**src/logic/astr_pkg.sv**
```systemverilog
package astr_pkg;

	// ****************************************
	// Timing
	// ****************************************
	localparam int unsigned CLK_HZ     = 40_000_000;
	localparam int unsigned DEF_BAUD   = 9600;
	localparam int unsigned OVERSAMPLE = 16;
	localparam logic [15:0] BAUD_DIV_RST = 16'(CLK_HZ / (OVERSAMPLE * DEF_BAUD) - 1);

	// ****************************************
	// Character framing
	// ****************************************
	localparam logic [3:0] FRAME8      = 4'ha;
	localparam logic [3:0] FRAME9      = 4'hb;
	localparam logic [3:0] SUB_LAST    = 4'hf;
	localparam logic [3:0] SMP_FIRST   = 4'h7;
	localparam logic [3:0] SMP_MID     = 4'h8;
	localparam logic [3:0] SMP_LAST    = 4'h9;
	localparam logic [3:0] SMP_DECIDE  = 4'ha;
	localparam logic [7:0] QUIET_TICK8 = 8'(10 * OVERSAMPLE);
	localparam logic [7:0] QUIET_TICK9 = 8'(11 * OVERSAMPLE);

	// ****************************************
	// Register map (byte addresses)
	// ****************************************
	localparam int unsigned ADDR_W = 5;
	localparam logic [4:0] OFS_DATA  = 5'h00;
	localparam logic [4:0] OFS_CTL1  = 5'h04;
	localparam logic [4:0] OFS_CTL2  = 5'h08;
	localparam logic [4:0] OFS_FLAGS = 5'h0c;
	localparam logic [4:0] OFS_BAUD  = 5'h10;

	// serial_ctl_one fields.
	localparam int C1_CHAR9 = 0;
	localparam int C1_WAKEA = 1;
	localparam int C1_TX9   = 2;
	localparam int C1_RX9   = 3;
	// serial_ctl_two fields.
	localparam int C2_SBK   = 0;
	localparam int C2_RWU   = 1;
	localparam int C2_RXEN  = 2;
	localparam int C2_TXEN  = 3;
	localparam int C2_QIE   = 4;
	localparam int C2_RIE   = 5;
	localparam int C2_TXDONE_IRQ_EN  = 6;
	localparam int C2_TIE   = 7;
	localparam logic [7:0] CTL2_RST = 8'h00;
	// serial_flags fields.
	localparam int F_FE   = 1;
	localparam int F_NF   = 2;
	localparam int F_OR   = 3;
	localparam int F_QT   = 4;
	localparam int F_RX_BUFFER_FULL = 5;
	localparam int F_TC   = 6;
	localparam int F_TX_BUFFER_EMPTY = 7;

	localparam logic [1:0] RESP_OKAY   = 2'h0;
	localparam logic [1:0] RESP_SLVERR = 2'h2;

	typedef enum logic [1:0] {TX_OFF, TX_IDLE, TX_SHIFT} astr_tx_t;
	typedef enum logic {RX_WAIT, RX_BITS} astr_rx_t;

endpackage : astr_pkg

```
**src/logic/astr_uart.sv**
```systemverilog
`timescale 1ns/100ps
module astr_uart
	import astr_pkg::*;
(
	input  wire logic        core_clk_i,
	input  wire logic        arst_n_i,
	input  wire logic [4:0]  s_axi_awaddr_i,
	input  wire logic        s_axi_awvalid_i,
	output logic             s_axi_awready_o,
	input  wire logic [31:0] s_axi_wdata_i,
	input  wire logic [3:0]  s_axi_wstrb_i,
	input  wire logic        s_axi_wvalid_i,
	output logic             s_axi_wready_o,
	output logic [1:0]       s_axi_bresp_o,
	output logic             s_axi_bvalid_o,
	input  wire logic        s_axi_bready_i,
	input  wire logic [4:0]  s_axi_araddr_i,
	input  wire logic        s_axi_arvalid_i,
	output logic             s_axi_arready_o,
	output logic [31:0]      s_axi_rdata_o,
	output logic [1:0]       s_axi_rresp_o,
	output logic             s_axi_rvalid_o,
	input  wire logic        s_axi_rready_i,
	input  wire logic        rx_pin_i,
	output logic             tx_pin_o,
	output logic             tx_pin_oe_o,
	output logic             irq_o
);

	function automatic logic astr_mapped(input logic [4:0] a);
		return a == OFS_DATA || a == OFS_CTL1 || a == OFS_CTL2 || a == OFS_FLAGS || a == OFS_BAUD;
	endfunction : astr_mapped

	logic        rx_meta, rx_s;
	logic [15:0] baud_div, baud_cnt;
	logic        tick;
	logic        aw_hold, w_hold, next_aw_hold, next_w_hold, wr_fire, rd_fire;
	logic [4:0]  aw_addr;
	logic [31:0] w_data;
	logic [3:0]  w_strb;
	logic        char9, wake_addr, tx_ninth_bit, rx_ninth_bit;
	logic [7:0]  ctl2;
	logic        data_wr, data_rd, stat_rd;
	logic [7:0]  tx_buf, rx_data;
	logic        tx_buffer_empty, tx_done, rx_buffer_full, line_quiet_flag;
	logic        rx_overrun, noise_flag, frame_err;
	logic        arm_tx_buffer_empty, arm_tc, arm_rx_buffer_full, arm_qt, arm_or, arm_nf, arm_fe;
	astr_tx_t    tx_state;
	logic [10:0] tx_sh;
	logic [3:0]  tx_bits, tx_sub, frame_len;
	logic        tx_pre_pend, tx_brk_char, te_d, tc_cond, tc_cond_d;
	logic        tx_slot, load_data;
	astr_rx_t    rx_state;
	logic [3:0]  rx_sub, rx_bit;
	logic [2:0]  rx_smp;
	logic [8:0]  rx_sh;
	logic        rx_noise, rx_maj, rx_done, rx_wake, quiet_hit, quiet_armed;
	logic [7:0]  quiet_cnt;

	wire send_break  = ctl2[C2_SBK];
	wire rx_standby  = ctl2[C2_RWU];
	wire rx_enable   = ctl2[C2_RXEN];
	wire tx_enable   = ctl2[C2_TXEN];
	assign frame_len = char9 ? FRAME9 : FRAME8;

	// ****************************************
	// Receive line synchroniser and baud tick
	// ****************************************
	always_ff @(posedge core_clk_i or negedge arst_n_i) begin
		if (!arst_n_i) begin
			rx_meta <= 1'b1;
			rx_s    <= 1'b1;
		end else begin
			rx_meta <= rx_pin_i;
			rx_s    <= rx_meta;
		end
	end

	always_ff @(posedge core_clk_i or negedge arst_n_i) begin
		if (!arst_n_i) begin
			baud_cnt <= BAUD_DIV_RST;
			tick     <= 1'b0;
		end else if (baud_cnt == 16'h0000) begin
			baud_cnt <= baud_div;
			tick     <= 1'b1;
		end else begin
			baud_cnt <= baud_cnt - 16'h0001;
			tick     <= 1'b0;
		end
	end

	// ****************************************
	// AXI4-Lite slave
	// ****************************************
	assign wr_fire = aw_hold && w_hold && !s_axi_bvalid_o;
	assign rd_fire = s_axi_arvalid_i && s_axi_arready_o;
	always_comb begin
		next_aw_hold = aw_hold ? !wr_fire : (s_axi_awvalid_i && s_axi_awready_o);
		next_w_hold  = w_hold ? !wr_fire : (s_axi_wvalid_i && s_axi_wready_o);
	end

	always_ff @(posedge core_clk_i or negedge arst_n_i) begin
		if (!arst_n_i) begin
			aw_hold         <= 1'b0;
			w_hold          <= 1'b0;
			s_axi_awready_o <= 1'b1;
			s_axi_wready_o  <= 1'b1;
			aw_addr         <= 5'h00;
			w_data          <= 32'h0000_0000;
			w_strb          <= 4'h0;
			s_axi_bvalid_o  <= 1'b0;
			s_axi_bresp_o   <= RESP_OKAY;
		end else begin
			aw_hold         <= next_aw_hold;
			w_hold          <= next_w_hold;
			s_axi_awready_o <= !next_aw_hold;
			s_axi_wready_o  <= !next_w_hold;
			if (s_axi_awvalid_i && s_axi_awready_o)
				aw_addr <= s_axi_awaddr_i;
			if (s_axi_wvalid_i && s_axi_wready_o) begin
				w_data <= s_axi_wdata_i;
				w_strb <= s_axi_wstrb_i;
			end
			if (wr_fire) begin
				s_axi_bvalid_o <= 1'b1;
				s_axi_bresp_o  <= astr_mapped(aw_addr) ? RESP_OKAY : RESP_SLVERR;
			end else if (s_axi_bready_i) begin
				s_axi_bvalid_o <= 1'b0;
			end
		end
	end

	always_ff @(posedge core_clk_i or negedge arst_n_i) begin
		if (!arst_n_i) begin
			s_axi_arready_o <= 1'b1;
			s_axi_rvalid_o  <= 1'b0;
			s_axi_rdata_o   <= 32'h0000_0000;
			s_axi_rresp_o   <= RESP_OKAY;
		end else if (rd_fire) begin
			s_axi_arready_o <= 1'b0;
			s_axi_rvalid_o  <= 1'b1;
			s_axi_rresp_o   <= astr_mapped(s_axi_araddr_i) ? RESP_OKAY : RESP_SLVERR;
			case (s_axi_araddr_i)
				OFS_DATA:  s_axi_rdata_o <= {24'h000000, rx_data};
				OFS_CTL1:  s_axi_rdata_o <= {28'h0000000, rx_ninth_bit, tx_ninth_bit, wake_addr, char9};
				OFS_CTL2:  s_axi_rdata_o <= {24'h000000, ctl2};
				OFS_FLAGS: s_axi_rdata_o <= {24'h000000, tx_buffer_empty, tx_done, rx_buffer_full,
					line_quiet_flag, rx_overrun, noise_flag, frame_err, 1'b0};
				OFS_BAUD:  s_axi_rdata_o <= {16'h0000, baud_div};
				default:   s_axi_rdata_o <= 32'h0000_0000;
			endcase
		end else if (s_axi_rvalid_o && s_axi_rready_i) begin
			s_axi_rvalid_o  <= 1'b0;
			s_axi_arready_o <= 1'b1;
		end
	end

	assign data_wr = wr_fire && aw_addr == OFS_DATA && w_strb[0];
	assign data_rd = rd_fire && s_axi_araddr_i == OFS_DATA;
	assign stat_rd = rd_fire && s_axi_araddr_i == OFS_FLAGS;

	// ****************************************
	// Control registers
	// ****************************************
	always_ff @(posedge core_clk_i or negedge arst_n_i) begin
		if (!arst_n_i) begin
			ctl2     <= CTL2_RST;
			baud_div <= BAUD_DIV_RST;
		end else begin
			// A software write to the standby bit takes precedence over a wakeup.
			if (wr_fire && aw_addr == OFS_CTL2 && w_strb[0])
				ctl2 <= w_data[7:0];
			else if (rx_wake)
				ctl2[C2_RWU] <= 1'b0;
			if (wr_fire && aw_addr == OFS_BAUD) begin
				if (w_strb[0])
					baud_div[7:0] <= w_data[7:0];
				if (w_strb[1])
					baud_div[15:8] <= w_data[15:8];
			end
		end
	end

	// Reset clears these bits so that every run starts from known values.
	always_ff @(posedge core_clk_i or negedge arst_n_i) begin
		if (!arst_n_i) begin
			char9        <= 1'b0;
			wake_addr    <= 1'b0;
			tx_ninth_bit <= 1'b0;
			tx_buf       <= 8'h00;
		end else begin
			if (wr_fire && aw_addr == OFS_CTL1 && w_strb[0]) begin
				char9        <= w_data[C1_CHAR9];
				wake_addr    <= w_data[C1_WAKEA];
				tx_ninth_bit <= w_data[C1_TX9];
			end
			if (data_wr)
				tx_buf <= w_data[7:0];
		end
	end

	// ****************************************
	// Transmitter
	// ****************************************
	// Leaving the off state waits one clock after an enable, so that the preamble request is
	// already pending and buffered data can never overtake it.
	assign tx_slot   = (tx_state == TX_SHIFT) ? (tick && tx_sub == SUB_LAST && tx_bits == 4'h1)
		: (tx_state == TX_IDLE || (tx_enable && te_d));
	assign load_data = tx_slot && !send_break && !tx_brk_char && !tx_pre_pend && !tx_buffer_empty;

	always_ff @(posedge core_clk_i or negedge arst_n_i) begin
		if (!arst_n_i) begin
			tx_state    <= TX_OFF;
			tx_sh       <= 11'h7ff;
			tx_bits     <= 4'h0;
			tx_sub      <= 4'h0;
			tx_pre_pend <= 1'b0;
			tx_brk_char <= 1'b0;
			te_d        <= 1'b0;
		end else begin
			te_d <= tx_enable;
			if (tx_state == TX_SHIFT && tick) begin
				tx_sub <= tx_sub + 4'h1;
				if (tx_sub == SUB_LAST) begin
					tx_sh   <= {1'b1, tx_sh[10:1]};
					tx_bits <= tx_bits - 4'h1;
				end
			end
			if (tx_slot) begin
				tx_sub <= 4'h0;
				if (send_break) begin
					tx_sh       <= 11'h000;
					tx_bits     <= frame_len;
					tx_brk_char <= 1'b1;
					tx_state    <= TX_SHIFT;
				end else if (tx_brk_char) begin
					tx_sh       <= 11'h7ff;
					tx_bits     <= 4'h1;
					tx_brk_char <= 1'b0;
					tx_state    <= TX_SHIFT;
				end else if (tx_pre_pend) begin
					tx_sh       <= 11'h7ff;
					tx_bits     <= frame_len;
					tx_pre_pend <= 1'b0;
					tx_state    <= TX_SHIFT;
				end else if (!tx_buffer_empty) begin
					// Leftover pending data still goes out after a disable.
					tx_sh    <= {1'b1, char9 ? tx_ninth_bit : 1'b1, tx_buf, 1'b0};
					tx_bits  <= frame_len;
					tx_state <= TX_SHIFT;
				end else if (tx_enable) begin
					tx_state <= TX_IDLE;
				end else begin
					tx_state <= TX_OFF;
				end
			end
			if (tx_enable && !te_d)
				tx_pre_pend <= 1'b1;
		end
	end

	always_ff @(posedge core_clk_i or negedge arst_n_i) begin
		if (!arst_n_i) begin
			tx_pin_o    <= 1'b1;
			tx_pin_oe_o <= 1'b0;
		end else begin
			tx_pin_o    <= (tx_state == TX_SHIFT) ? tx_sh[0] : 1'b1;
			tx_pin_oe_o <= tx_state != TX_OFF;
		end
	end

	assign tc_cond = tx_buffer_empty && tx_state != TX_SHIFT && !tx_pre_pend && !send_break
		&& !tx_brk_char;

	// ****************************************
	// Receiver
	// ****************************************
	assign rx_maj  = (rx_smp[0] & rx_smp[1]) | (rx_smp[0] & rx_smp[2]) | (rx_smp[1] & rx_smp[2]);
	assign rx_done = rx_state == RX_BITS && tick && rx_sub == SMP_DECIDE && rx_bit == frame_len - 4'h1;
	assign quiet_hit = rx_state == RX_WAIT && rx_enable
		&& quiet_cnt == (char9 ? QUIET_TICK9 : QUIET_TICK8) && tick && rx_s;
	assign rx_wake = rx_standby && ((rx_done && wake_addr && rx_sh[8])
		|| (quiet_hit && !wake_addr));

	always_ff @(posedge core_clk_i or negedge arst_n_i) begin
		if (!arst_n_i) begin
			rx_state  <= RX_WAIT;
			rx_sub    <= 4'h0;
			rx_bit    <= 4'h0;
			rx_smp    <= 3'h7;
			rx_sh     <= 9'h000;
			rx_noise  <= 1'b0;
			quiet_cnt <= 8'h00;
		end else if (!rx_enable) begin
			rx_state  <= RX_WAIT;
			quiet_cnt <= 8'h00;
		end else if (tick) begin
			case (rx_state)
				RX_WAIT: begin
					if (!rx_s) begin
						rx_state  <= RX_BITS;
						rx_sub    <= 4'h1;
						rx_bit    <= 4'h0;
						rx_noise  <= 1'b0;
						quiet_cnt <= 8'h00;
					end else if (quiet_cnt != (char9 ? QUIET_TICK9 : QUIET_TICK8)) begin
						quiet_cnt <= quiet_cnt + 8'h01;
					end
				end
				RX_BITS: begin
					rx_sub <= rx_sub + 4'h1;
					if (rx_sub == SMP_FIRST)
						rx_smp[0] <= rx_s;
					if (rx_sub == SMP_MID)
						rx_smp[1] <= rx_s;
					if (rx_sub == SMP_LAST)
						rx_smp[2] <= rx_s;
					if (rx_sub == SMP_DECIDE) begin
						if (!(&rx_smp) && (|rx_smp))
							rx_noise <= 1'b1;
						if (rx_bit == 4'h0 && rx_maj)
							rx_state <= RX_WAIT;
						else if (rx_bit == frame_len - 4'h1)
							rx_state <= RX_WAIT;
						else if (rx_bit != 4'h0)
							rx_sh <= {rx_maj, rx_sh[8:1]};
						rx_bit <= rx_bit + 4'h1;
					end
				end
				default: rx_state <= RX_WAIT;
			endcase
		end
	end

	// ****************************************
	// Status flags and clearing sequences
	// ****************************************
	always_ff @(posedge core_clk_i or negedge arst_n_i) begin
		if (!arst_n_i) begin
			{arm_tx_buffer_empty, arm_tc, arm_rx_buffer_full, arm_qt, arm_or, arm_nf, arm_fe} <= 7'h00;
		end else if (stat_rd) begin
			{arm_tx_buffer_empty, arm_tc, arm_rx_buffer_full, arm_qt, arm_or, arm_nf, arm_fe} <= {tx_buffer_empty,
				tx_done, rx_buffer_full, line_quiet_flag, rx_overrun, noise_flag, frame_err};
		end else begin
			if (data_wr)
				{arm_tx_buffer_empty, arm_tc} <= 2'h0;
			if (data_rd)
				{arm_rx_buffer_full, arm_qt, arm_or, arm_nf, arm_fe} <= 5'h00;
		end
	end

	// Hardware sets win over a clearing access in the same cycle.
	always_ff @(posedge core_clk_i or negedge arst_n_i) begin
		if (!arst_n_i) begin
			tx_buffer_empty <= 1'b1;
			tx_done         <= 1'b1;
			tc_cond_d       <= 1'b1;
		end else begin
			tc_cond_d <= tc_cond;
			if (load_data)
				tx_buffer_empty <= 1'b1;
			else if (data_wr && arm_tx_buffer_empty)
				tx_buffer_empty <= 1'b0;
			if (tc_cond && !tc_cond_d)
				tx_done <= 1'b1;
			else if (data_wr && arm_tc)
				tx_done <= 1'b0;
		end
	end

	always_ff @(posedge core_clk_i or negedge arst_n_i) begin
		if (!arst_n_i) begin
			rx_buffer_full  <= 1'b0;
			rx_overrun      <= 1'b0;
			noise_flag      <= 1'b0;
			frame_err       <= 1'b0;
			line_quiet_flag <= 1'b0;
			quiet_armed     <= 1'b0;
			rx_data         <= 8'h00;
			rx_ninth_bit    <= 1'b0;
		end else begin
			if (data_rd && arm_rx_buffer_full)
				rx_buffer_full <= 1'b0;
			if (data_rd && arm_or)
				rx_overrun <= 1'b0;
			if (data_rd && arm_nf)
				noise_flag <= 1'b0;
			if (data_rd && arm_fe)
				frame_err <= 1'b0;
			if (data_rd && arm_qt)
				line_quiet_flag <= 1'b0;
			// Characters heard in standby are dropped unless address-mark wakeup is selected and they carry the mark.
			if (rx_done && (!rx_standby || rx_wake)) begin
				if (rx_buffer_full && !(data_rd && arm_rx_buffer_full)) begin
					rx_overrun <= 1'b1;
				end else begin
					rx_buffer_full <= 1'b1;
					rx_data        <= char9 ? rx_sh[7:0] : rx_sh[8:1];
					rx_ninth_bit   <= rx_sh[8];
					noise_flag     <= rx_noise;
					frame_err      <= !rx_maj;
				end
			end
			if (rx_state == RX_BITS)
				quiet_armed <= 1'b1;
			if (quiet_hit && quiet_armed) begin
				line_quiet_flag <= 1'b1;
				quiet_armed     <= 1'b0;
			end
		end
	end

	// ****************************************
	// Shared interrupt request
	// ****************************************
	always_ff @(posedge core_clk_i or negedge arst_n_i) begin
		if (!arst_n_i)
			irq_o <= 1'b0;
		else
			irq_o <= (tx_buffer_empty && ctl2[C2_TIE])
				|| (tx_done && ctl2[C2_TXDONE_IRQ_EN])
				|| (rx_enable && !rx_standby
				&& (((rx_buffer_full || rx_overrun) && ctl2[C2_RIE])
				|| (line_quiet_flag && ctl2[C2_QIE])));
	end
endmodule : astr_uart

```
**config.mk**
```make
export PLATFORM = sky130hd
export DESIGN_NAME = astr_uart
export DESIGN_NICKNAME = d
export VERILOG_FILES = /design/src/logic/astr_pkg.sv /design/src/logic/astr_uart.sv
export SDC_FILE = /design/constraint.sdc
export NUM_CORES = 1
export LEC_CHECK = 0
export BUFFER_PORTS_ARGS = -buffer_cell sky130_fd_sc_hd__buf_2
export CORE_MARGIN = 10
export CORE_UTILIZATION = 40
export DETAILED_ROUTE_END_ITERATION = 12
export PLACE_DENSITY = 0.67
export SLEW_MARGIN = 10
export SYNTH_ARGS = -nofsm -noshare
export SYNTH_HDL_FRONTEND = slang
export SYNTH_SLANG_ARGS = --single-unit
```
**constraint.sdc**
```tcl
create_clock -name core_clk_i -period 1.9 [get_ports core_clk_i]
set_input_delay 0.38 -clock core_clk_i [delete_from_list [all_inputs] [get_ports core_clk_i]]
set_output_delay 0.38 -clock core_clk_i [all_outputs]
set_load 0.02 [all_outputs]
```
[Word-level counts from Yosys, hierarchy flattened]
Index checks and enable logic that the tools add are counted.
Storage, ports and cells
  input port bits: 54
  logic and storage cells: 322
  output and inout port bits: 44
  register bits: 202
Cells by class
  equality and inequality tests: 28
  add/subtract/negate cells: 7
  multiplexer cells: 97
  bitwise logic cells: 9
  reduce and logical (&&, ||, !) cells: 119
Operators by type and width (number)
  16-bit one-hot mux with 5 select lines: 1
  11-bit two-way mux: 7
  1-bit two-way mux: 59
  1-bit logical AND: 58
  4-bit two-way mux: 12
  8-bit two-way mux: 6
  2-bit nonzero test: 12
  5-bit by 4-bit equality test with 1-bit output, second input constant: 4
  4-bit equality test, second input constant: 4
  16-bit zero test: 1
  16-bit two-way mux: 1
  4-bit one-hot mux with 2 select lines: 2
  4-bit AND reduction: 4
  16-bit by 1-bit subtractor with 16-bit output, second input constant: 1
  1-bit zero test: 15
  1-bit logical OR: 15
  4-bit by 1-bit adder with 4-bit output, second input constant: 3
  2-bit two-way mux: 6
  3-bit AND reduction: 4
  5-bit by 3-bit equality test with 1-bit output, second input constant: 2
  5-bit equality test, second input constant: 2
  5-bit zero test: 2
  8-bit by 1-bit adder with 8-bit output, second input constant: 1
  8-bit equality test: 1
  other kinds (21): 37

[Longest topological paths before layout]
Gate-level depths: netlist (run 1).
  word-level depth: 11
  mapped depth: 8

[Least setup slack after synthesis (run 1)]
OpenSTA, ideal clock, no wires.
  path type: register to register
  from: register aw_addr[1]
  to: register tx_buf[0]
  cell stages (with the launch flop): 5
  data required time: 1.775 ns
  arrival: 1.756 ns
  slack: 0.019 ns
  setup time: 0.125 ns
  cell sequence: dfrtp_1 nor4_1 and2_1 buf_2 mux2_2
Between the ends
  longest elaborated chain between the ends: 3
Ends and longest elaborated chain
  from (decl): line astr_uart.sv:38  | logic [4:0] aw_addr;
  from (signal assigned): line astr_uart.sv:119  | aw_addr <= s_axi_awaddr_i;
  5-bit zero test: line astr_uart.sv:158  | assign data_wr = wr_fire && aw_addr == OFS_DATA && w_strb[0];
  1-bit logical AND (2 in a row): line astr_uart.sv:158
  to (signal assigned): line astr_uart.sv:198  | tx_buf <= w_data[7:0];
  to (decl): line astr_uart.sv:44  | logic [7:0] tx_buf, rx_data;
Every way passes these cells.
A chain may end at the register's enable or synchronous reset.

[Worst setup path in the final report (run 1)]
  from: register baud_cnt[6]
  to: register baud_cnt[11]
Between the ends
  longest elaborated chain between the ends: 2
  elaborated cells on any way between the ends: 3
  those cells by class: 1 x add/sub; 1 x mux; 1 x reduce/logical
Ends and longest elaborated chain
  from (decl): line astr_uart.sv:35  | logic [15:0] baud_div, baud_cnt;
  from (signal assigned): line astr_uart.sv:84  | baud_cnt <= baud_div;
  from (signal assigned): line astr_uart.sv:87  | baud_cnt <= baud_cnt - 16'h0001;
  16-bit by 1-bit subtractor with 16-bit output or 16-bit zero test (tied branches): line astr_uart.sv:87, astr_uart.sv:83
  16-bit two-way mux *: line astr_uart.sv:83  | end else if (baud_cnt == 16'h0000) begin
Every way passes the cells marked *; elsewhere a longest branch is shown, timed or not.

==> results.yml, run 1 <==
setup_path:
  crit_path_end_kind: "flip-flop"
  critPathKind: "flip-flop to flip-flop"
  cp_max_fo: 3
  reg2reg_from: "baud_cnt[6]$_DFF_PN0_"
  critPathLaunchType: "flip-flop"
  path_buf_inv: 0
  reg2reg_setup_slack_ns: 0.02
  crit_family: "simple AND/OR/NAND/NOR gates"
  cpPeakStageDelay_ns: 0.40
  reg2regPathDepth: 4
  cp_cell_sequence: "or3_4, or2_2, or3_4, a221o_1"
  crit_arrival_ns: 2.19
  crit_required_ns: 2.21
  critical-path-slowest-cell: "dfrtp_1"
  r2r-end: "baud_cnt[11]$_DFF_PN0_"
  cpMostUsedCell: "or3_4"
placement:
  dpl-instance-area_mm2: 0.00958
  dp_slack_ns: -0.109
  io_buffers: 61
  dp.cells: 1133
  gp_congestion: 0.830
  hpwlAfterDp_um: 13700
cts:
  clkSlewWorstSetupHoldPaths_ns: 0.07
  cts_inserted_buffers: 17
  htreeDepth: 4
  cts_tree: "built"
  clockRootBuffer: "clkbuf_16"
  numClockSinks: 184
  clock_path_buffers: 2
  worstSkewPairLatency_ns: 0.42
logic_synthesis:
  yosysTopAreaCell: "dfrtp_1"
  avgSynthCellArea_um2: 11.1
  ys.flop_type: "dfrtp_1"
  synth.cell_area_mm2: 0.00862
  syn_inst: 774
  synth_top_area_share_pct: 45.0
  synth_commonest_cells: "dfrtp_1 (155), nand2_1 (106), mux2_2 (70), o21ai_0 (59), nor2_1 (36)"
  netlist-cell-type-count: 67
  synth_area_leaders: "dfrtp_1 (45%), mux2_2 (9.1%), dfstp_2 (8.8%)"
  synth_warnings: 0
  synth_edf_count: 0
  ys_ff_latch: 184
  synthArstFlopShare_pct: 100
  yosysMostFrequentCell: "dfrtp_1"
  seq_area_frac_synth_pct: 53.8
hold_path:
  min_path_cells: 1
  hold_start: "rx_pin_i"
  hold_end: "rx_meta$_DFF_PN1_"
  hp-class: "input port to flip-flop"
finish:
  fin_nets: 948
  syn_to_final_growth_pct: 19.4
  diodes: 0
  final_cell_count_no_fill: 1169
  drive_above_1_share_pct: 31.8
  fin_area_mm2: 0.0103
  fillers: 1906
global_routing:
  grt_remaining_overflow: 0
  grt_pass1_wl_um: 31300
  antenna_found_initial: 0
  grt_use_total_pct: 13.4
  grt_pass1_vias: 6109
  grt_start_max_net_pins: 58
die:
  fp.dieH_um: 167
  die_x_um: 167
  die-area_mm2: 0.0278
  core_area_mm2: 0.0211
  initial_core_util_pct: 40.9
  rows: 53
  ioPinCount: 98
drt:
  drc: 0
  ant_nets: 0
  vias_per_cell: 5.21
  first_pass_iters: 4
  wirelength_um: 18800
  drt_iter0_markers: 378
  vias: 6089
  detail_route.wl_per_cell_um: 16.1
sta:
  hold_violations: 0
  worst_pin_slew_ns: 0.558
  layout_setup_ws_ns: 0.0219
  drv_slew: 0
  fin_crit_ns: 1.88
  fin_hold_ws_ns: 0.0554
  min_period_over_period_pct: 98.8
  finClkSkew_ns: 0.00936
  fmax_mhz: 532
  relSlewSlack_pct: 62.8
  rsz0062_at_grt: "true"
  setup_viol: 0
power:
  p_per_area_mw_per_mm2: 1210
  p_leak_uw: 0.00463
  peakVddDrop_mv: 0.636
outcome:
  status: "finished clean"
run:
  drv_cap: 0
## metrics by stage
step	utilization (%)	power (uW)	TNS, ns
floorplan	-	7680	0
global placement	45.4	8660	-0.921
detailed placement	45.4	8760	-1.05
CTS	48.4	12500	0
global route	48.8	13300	-0.320
finish	48.8	12500	0
## state kept, by name, summed over array words and instances (netlist names), 2 cells and up
signal / cells
ctl2: 8
tx_bits: 4
tx_sub: 4
w_strb: 2
baud_div: 16
tx_buf: 8
tx_sh: 11
rx_smp: 3
aw_addr: 5
baud_cnt: 16
rx_bit: 4
rx_sub: 4
rx_sh: 9
w_data: 16
tx_state: 2
rx_data: 8
s_axi_rdata_o: 16
quiet_cnt: 8
## routing by layer
| metal | GRT usage, % | share of wire, % | vias up | wire length (um) |
|---|---|---|---|---|
| li1 | - | - | 2927 | - |
| met1 | 17.1 | 46 | 3004 | 8580 |
| met2 | 21.8 | 48 | 133 | 9120 |
| met3 | 3.48 | 4.3 | 25 | 819 |
| met4 | 4.20 | 1.7 | 0 | 316 |
| met5 | 0 | 0 | - | 0 |
## cell type report
type	instances	area, um^2	share of cell area [%]
clock inverter	14	185	1.80
timing repair buffer	120	861	8.36
clock buffer	18	429	4.17
sequential	184	4640	45.1
tap	275	344	3.34
multi-input combinational	536	3760	36.5
inverter	22	82.6	0.802
## kinds of logic (layout without fill, tap and decap cells)
kind of cell,after synthesis,in the layout,share of synthesized area (%)
buffers and inverters,71,174,4.15
adder cells (fa/ha/maj),14,14,2.00
other,1,18,0.0435
AO/OA/AOI/OAI,151,151,12.0
AND/OR/NAND/NOR,248,248,14.6
XOR/XNOR,21,21,2.13
multiplexers,84,84,11.2
flip-flops,184,184,53.8
## worst max-delay path by stage
stage	start	end	cells after the start
2_1_floorplan	aw_addr[1]$_DFFE_PN0P_	tx_buf[0]$_DFFE_PN0P_	4
3_3_place_gp	s_axi_araddr_i[3]	rx_data[1]$_DFFE_PN0P_	7
3_5_place_dp	s_axi_araddr_i[3]	rx_data[4]$_DFFE_PN0P_	7
4_1_cts	aw_addr[1]$_DFFE_PN0P_	baud_div[6]$_DFFE_PN0P_	4
5_1_grt	baud_cnt[6]$_DFF_PN0_	baud_cnt[13]$_DFF_PN0_	5
6_report	baud_cnt[6]$_DFF_PN0_	baud_cnt[11]$_DFF_PN0_	4
## placed cells by master, fill, tap and decap left out, types with 5 or more instances in the layout
| master | synthesis | final |
|---|---|---|
| nand4_1 | 6 | 6 |
| nand2_1 | 106 | 106 |
| xor2_1 | 9 | 9 |
| mux2_2 | 70 | 70 |
| clkbuf_16 | 0 | 17 |
| xnor2_1 | 12 | 12 |
| nand3_1 | 18 | 18 |
| or3_1 | 7 | 6 |
| nor2_1 | 36 | 36 |
| nor2b_1 | 8 | 8 |
| conb_1 | 1 | 18 |
| inv_1 | 22 | 22 |
| buf_4 | 21 | 49 |
| mux2i_1 | 11 | 11 |
| nor3b_1 | 6 | 5 |
| buf_2 | 4 | 60 |
| dfrtp_1 | 155 | 155 |
| dfstp_2 | 29 | 29 |
| buf_12 | 0 | 8 |
| and3_1 | 6 | 6 |
| o21ai_2 | 10 | 10 |
| o31ai_1 | 7 | 7 |
| a22oi_1 | 8 | 8 |
| o21ai_0 | 59 | 59 |
| and2_1 | 5 | 5 |
| a32oi_1 | 8 | 8 |
| a21oi_1 | 10 | 10 |
| inv_6 | 0 | 5 |
| o21bai_1 | 9 | 8 |
| ha_1 | 13 | 13 |
| nor3_1 | 10 | 9 |
| nand2b_1 | 8 | 8 |
| a22o_1 | 14 | 14 |
## what timing repair did
| item | in CTS | in global routing |
|---|---|---|
| buffers inserted | 0 | 3 |
| endpoints found under the setup margin | 2 | 37 |
| hold buffers | 1 | 0 |
| gates resized for setup | 3 | 12 |
| hold endpoints to repair | 43 | 0 |
| pin swaps | 0 | 4 |
## report_power, final
part / internal [uW] / total (uW) / switching (uW)
registers: 5010 / 5830 / 829
clock network: 2110 / 3700 / 1590
logic: 1440 / 2980 / 1540
total: 8550 / 12500 / 3960
## worst reg2reg max path: stages (launching register included)
cell     delay (ns)
dfrtp_1        0.40
or3_4          0.40
or2_2          0.32
or3_4          0.36
a221o_1        0.29
Power figures use the tool's default switching activity.
==> run 2: changes to the inputs <==
ABC_AREA = 1   (was unset)
==> run 2 against run 1 <==
Compared with the run above:
- sequential power shrank 1%
- worst setup slack better by 0.17 ns
- first-iteration DRC count is 25% higher
==> results.yml, run 2 <==
drt:
  first_pass_iters: 5
  drc: 0
  detail_route.wl_per_cell_um: 14.4
  wirelength_um: 20700
  ant_nets: 0
  drt_iter0_markers: 472
  vias_per_cell: 4.96
  vias: 7133
cts:
  clockRootBuffer: "clkbuf_16"
  cts_tree: "built"
  numClockSinks: 184
  cts_inserted_buffers: 17
  worstSkewPairLatency_ns: 0.43
  htreeDepth: 4
  clkSlewWorstSetupHoldPaths_ns: 0.07
  clock_path_buffers: 2
sta:
  min_period_over_period_pct: 89.7
  finClkSkew_ns: 0.0104
  fin_setup_tns_ns: 0
  rsz0062_at_grt: "false"
  fin_crit_ns: 1.70
  drv_slew: 0
  fmax_mhz: 587
  setup_viol: 0
  hold_violations: 0
finish:
  diodes: 0
  fin_nets: 1212
  syn_to_final_growth_pct: 15.2
  final_core_util_pct: 47.2
  layout_common_cells: "nand2_1 (328), dfrtp_1 (154), inv_1 (113)"
  drive_above_1_share_pct: 16.8
  layout_commonest_cell: "nand2_1"
  final_cell_count_no_fill: 1438
setup_path:
  path_buf_inv: 2
  cp_cell_sequence: "inv_1, ha_1, nand3_2, nor2_1, nand3_1, nand3_2, buf_4, nand4_1, nand2_1"
  crit_arrival_ns: 2.08
  cpMostUsedCell: "nand3_2"
  critPathLaunchType: "flip-flop"
  reg2regPathDepth: 9
  cpPeakStageDelay_ns: 0.41
  crit_path_end_kind: "flip-flop"
  critPathKind: "flip-flop to flip-flop"
  crit_required_ns: 2.27
  crit_cells: 9
  crit_family: "simple AND/OR/NAND/NOR gates"
  cp_max_fo: 10
  critical-path-slowest-cell: "dfrtp_1"
global_routing:
  grt_start_max_net_pins: 47
  antenna_found_initial: 0
  grt_use_total_pct: 14.7
  gr-usage-met3_pct: 2.68
  use_met1_pct: 20.7
  use_met2_pct: 22.7
  grt-busiest-layer: "met2"
  grt_remaining_overflow: 0
  grt_pass1_vias: 6881
  grt_pass1_wl_um: 34800
power:
  p_sw_uw: 4600
  switching_share_pct: 35.0
  p_comb_share_pct: 27.4
  peakVddDrop_mv: 0.772
  seqPwrFrac_pct: 43.8
  p_int_uw: 8560
  p_clk_share_pct: 28.8
  p_leak_uw: 0.00508
  p_per_area_mw_per_mm2: 1270
  finalPower_uw: 13200
logic_synthesis:
  yosysTopAreaCell: "dfrtp_1"
  ys_ff_latch: 184
  syn_inst: 1066
  synth_top_area_share_pct: 43.2
  synthArstFlopShare_pct: 100
  avgSynthCellArea_um2: 8.43
  yosysMostFrequentCell: "nand2_1"
  seq_area_frac_synth_pct: 51.6
  synth.cell_area_mm2: 0.00899
  synth_area_leaders: "dfrtp_1 (43%), nand2_1 (14%), dfstp_2 (8.5%)"
  netlist-cell-type-count: 48
  synth_warnings: 0
  ys.flop_type: "dfrtp_1"
  synth_commonest_cells: "nand2_1 (328), dfrtp_1 (155), inv_1 (113), o21ai_0 (99), nor2_1 (63)"
  synth_edf_count: 0
die:
  fp.dieH_um: 170
  die-area_mm2: 0.0289
  ioPinCount: 98
  die_x_um: 170
  core_area_mm2: 0.0220
  initial_core_util_pct: 40.9
  rows: 54
hold_path:
  min_path_cells: 1
  hp-class: "input port to flip-flop"
placement:
  gp_congestion: 0.883
  io_buffers: 61
  hpwlAfterDp_um: 15200
  dp.cells: 1402
outcome:
  status: "finished clean"
run:
  drv_cap: 0
## run 2: timing repair
item                                    CTS  global route
gates resized for setup                   0             2
hold endpoints to repair                 26             0
buffers inserted                          0             3
hold buffers                              1             0
endpoints found under the setup margin    0            12
## run 2: metrics by stage
stage          setup WS [ns]  cell area, um^2  hold WS [ns]
2_1_floorplan          0.366             9050        0.0844
3_3_place_gp           0.157             9680         0.300
3_5_place_dp           0.142             9680         0.300
4_1_cts                0.114            10300        0.0309
5_1_grt               0.0135            10400        0.0322
6_report               0.196            10400        0.0394
## run 2: layer usage
layer  up-vias  part of all wire, %  wire length (um)
met2       133                   47              9720
met1      3413                   48              9910
li1       3569                    -                 -
met5         -                    0                 0
met3        18                  4.0               837
met4         0                  1.2               248
## run 2: final timing paths
path	slack (ns)	start	end
setup / recovery	0.20	rx_sub[0]$_DFFE_PN0P_	rx_data[7]$_DFFE_PN0P_
min in group asynchronous	0.40	arst_n_i	rx_bit[2]$_DFFE_PN0P_
hold / removal	0.04	rx_pin_i	rx_meta$_DFF_PN1_
setup reg to reg	0.20	rx_sub[0]$_DFFE_PN0P_	rx_data[7]$_DFFE_PN0P_
max in group asynchronous	0.88	arst_n_i	baud_cnt[8]$_DFF_PN1_
hold reg to reg	0.37	rx_meta$_DFF_PN1_	rx_s$_DFF_PN1_
## run 2: area by class of cell
cell class / instances / area [um^2]
Clock buffer: 24 / 502
Sequential cell: 184 / 4640
Inverter: 121 / 459
Multi-Input combinational cell: 731 / 3660
Timing Repair Buffer: 90 / 607
Clock inverter: 8 / 133
Tap cell: 280 / 350
Fill cell: 2085 / 11600
## run 2: logic make-up after synthesis
logic type,Yosys count,synth area share (%)
adder cells (fa/ha/maj),13,1.81
flip-flops,184,51.6
AND/OR/NAND/NOR,513,26.1
AO/OA/AOI/OAI,169,10.2
buffers and inverters,168,8.39
XOR/XNOR,15,1.46
other,1,0.0417
multiplexers,3,0.376
## run 2: worst register-to-register path, stage by stage (launching register included)
cell	delay, ns
dfrtp_1	0.41
inv_1	0.15
ha_1	0.20
nand3_2	0.14
nor2_1	0.14
nand3_1	0.12
nand3_2	0.13
buf_4	0.18
nand4_1	0.10
nand2_1	0.09
## run 2: power groups by stage
stage | registers (uW) | logic [uW] | clock network (uW)
2_1_floorplan | 5740 | 2500 | 0
5_1_grt | 5890 | 4120 | 4020
6_report | 5760 | 3600 | 3800
3_3_place_gp | 5810 | 3470 | 0
3_5_place_dp | 5830 | 3550 | 0
4_1_cts | 5770 | 3580 | 3860
==> run 3: changes to the inputs <==
RECOVER_POWER = 100   (was unset)
==> run 3 against run 2 <==
Compared with the run above:
- register-to-register slack got worse by 0.03 ns
- critical path type unchanged
- die area unchanged
- sequential power about the same
- largest cell class unchanged
- first-iteration DRC count decreased by 7.4%
- highest routed layer unchanged
- largest power group unchanged
- routed wire length decreased by 0.13%
- critical endpoint unchanged
==> results.yml, run 3 (same netlist as run 2, synthesis figures left out) <==
outcome:
  status: "finished clean"
drt:
  detail_route.wl_per_cell_um: 14.4
  vias_per_cell: 4.97
  drt_iter0_markers: 437
  drc: 0
  wirelength_um: 20700
  ant_nets: 0
  vias: 7140
  first_pass_iters: 5
setup_path:
  cp_max_fo: 10
  crit_path_end_kind: "flip-flop"
  cp_cell_sequence: "inv_1, ha_1, nand2_1, inv_1, nand2_1, nor2_1, nand4_1, nand3_2, buf_4, nand4_1, nand2_1"
  critPathKind: "flip-flop to flip-flop"
  crit_required_ns: 2.27
  cpMostUsedCell: "nand2_1"
  critical-path-slowest-cell: "dfrtp_1"
  cpPeakStageDelay_ns: 0.40
  crit_family: "simple AND/OR/NAND/NOR gates"
  critPathLaunchType: "flip-flop"
  path_buf_inv: 3
  crit_arrival_ns: 2.10
placement:
  dp.cells: 1402
  io_buffers: 61
  dp_slack_ns: 0.142
  gp_congestion: 0.883
  hpwlAfterDp_um: 15200
global_routing:
  grt_pass1_vias: 6881
  grt_start_max_net_pins: 47
  antenna_found_initial: 0
  grt_pass1_wl_um: 34800
  grt_remaining_overflow: 0
  grt_use_total_pct: 14.7
sta:
  finClkSkew_ns: 0.0108
  fin_setup_tns_ns: 0
  worst_pin_slew_ns: 0.898
  layout_setup_ws_ns: 0.168
  relSlewSlack_pct: 40.1
  setup_viol: 0
  fin_crit_ns: 1.73
  min_period_over_period_pct: 91.2
  fin_hold_ws_ns: 0.0411
  rsz0062_at_grt: "false"
  hold_violations: 0
  drv_slew: 0
  fmax_mhz: 577
die:
  rows: 54
  initial_core_util_pct: 40.9
  die_x_um: 170
  ioPinCount: 98
  core_area_mm2: 0.0220
  die-area_mm2: 0.0289
  fp.dieH_um: 170
power:
  p_leak_uw: 0.00496
  p_per_area_mw_per_mm2: 1270
  peakVddDrop_mv: 0.732
  finalPower_uw: 13100
finish:
  fillers: 2109
  layout_common_cells: "nand2_1 (330), dfrtp_1 (154), inv_1 (114)"
  seqCellArea_mm2: 0.00464
  syn_to_final_growth_pct: 14.0
  drive_above_1_share_pct: 13.5
  fin_nets: 1212
  layout_commonest_cell: "nand2_1"
  final_cell_count_no_fill: 1438
  diodes: 0
  multi_input_area_mm2: 0.00363
cts:
  htreeDepth: 4
  clock_path_buffers: 2
  worstSkewPairLatency_ns: 0.43
  cts_tree: "built"
  clockRootBuffer: "clkbuf_16"
  cts_inserted_buffers: 17
  numClockSinks: 184
  clkSlewWorstSetupHoldPaths_ns: 0.07
hold_path:
  hp-class: "input port to flip-flop"
run:
  drv_cap: 0
run 3: cell types whose count changed in the layout (fill, tap and decap cells not counted), sizes merged:
cell,previous run,this run
buf,89,57
clkbuf,24,56
run 3: worst reg2reg max path, delay by kind of cell (launching register included):
| family | cells | cell delay [ns] |
|---|---|---|
| buffers and inverters | 3 | 0.32 |
| and+or+nand+nor | 7 | 0.80 |
| adders and majority gates | 1 | 0.16 |
| DFF | 1 | 0.40 |
run 3: path summary, 6_finish.rpt:
path	start	endpoint	slack, ns	cells past startpoint
max in group asynchronous	arst_n_i	baud_div[8]$_DFFE_PN1P_	0.35	3
hold reg to reg	rx_meta$_DFF_PN1_	rx_s$_DFF_PN1_	0.37	0
setup / recovery	quiet_cnt[0]$_DFFE_PN0P_	rx_data[7]$_DFFE_PN0P_	0.17	11
setup reg to reg	quiet_cnt[0]$_DFFE_PN0P_	rx_data[7]$_DFFE_PN0P_	0.17	11
min in group asynchronous	arst_n_i	rx_bit[2]$_DFFE_PN0P_	0.61	2
hold / removal	rx_pin_i	rx_meta$_DFF_PN1_	0.04	1
run 3: area by class of cell:
cell class | count | area share, %
Sequential cell | 184 | 45.3
Multi-Input combinational cell | 731 | 35.4
Timing Repair Buffer | 90 | 5.18
Clock buffer | 24 | 4.90
Inverter | 121 | 4.48
Tap cell | 280 | 3.42
Clock inverter | 8 | 1.29
run 3: through the flow:
stage	util (%)	cell area, um^2
floorplan	-	9050
global placement	44.1	9680
global route	46.7	10200
CTS	47.0	10300
detailed placement	44.1	9680
finish	46.7	10200
run 3: power by group:
group / internal [uW] / total (uW) / switching, uW
clock: 2270 / 3790 / 1530
sequential: 5050 / 5760 / 709
combinational: 1170 / 3510 / 2340
run 3: layer usage:
| layer | GRT usage, % | share of wire, % |
|---|---|---|
| met1 | 20.7 | 47 |
| met2 | 22.7 | 47 |
| met3 | 2.68 | 4.3 |
| met4 | 4.00 | 1.2 |
| met5 | 0 | 0 |
run 3: what timing repair did:
item | CTS | global route
hold buffers | 1 | 0
endpoints found under the hold margin | 26 | 0
endpoints found under the setup margin | 0 | 12
buffers inserted | 0 | 3
resized for setup | 0 | 2
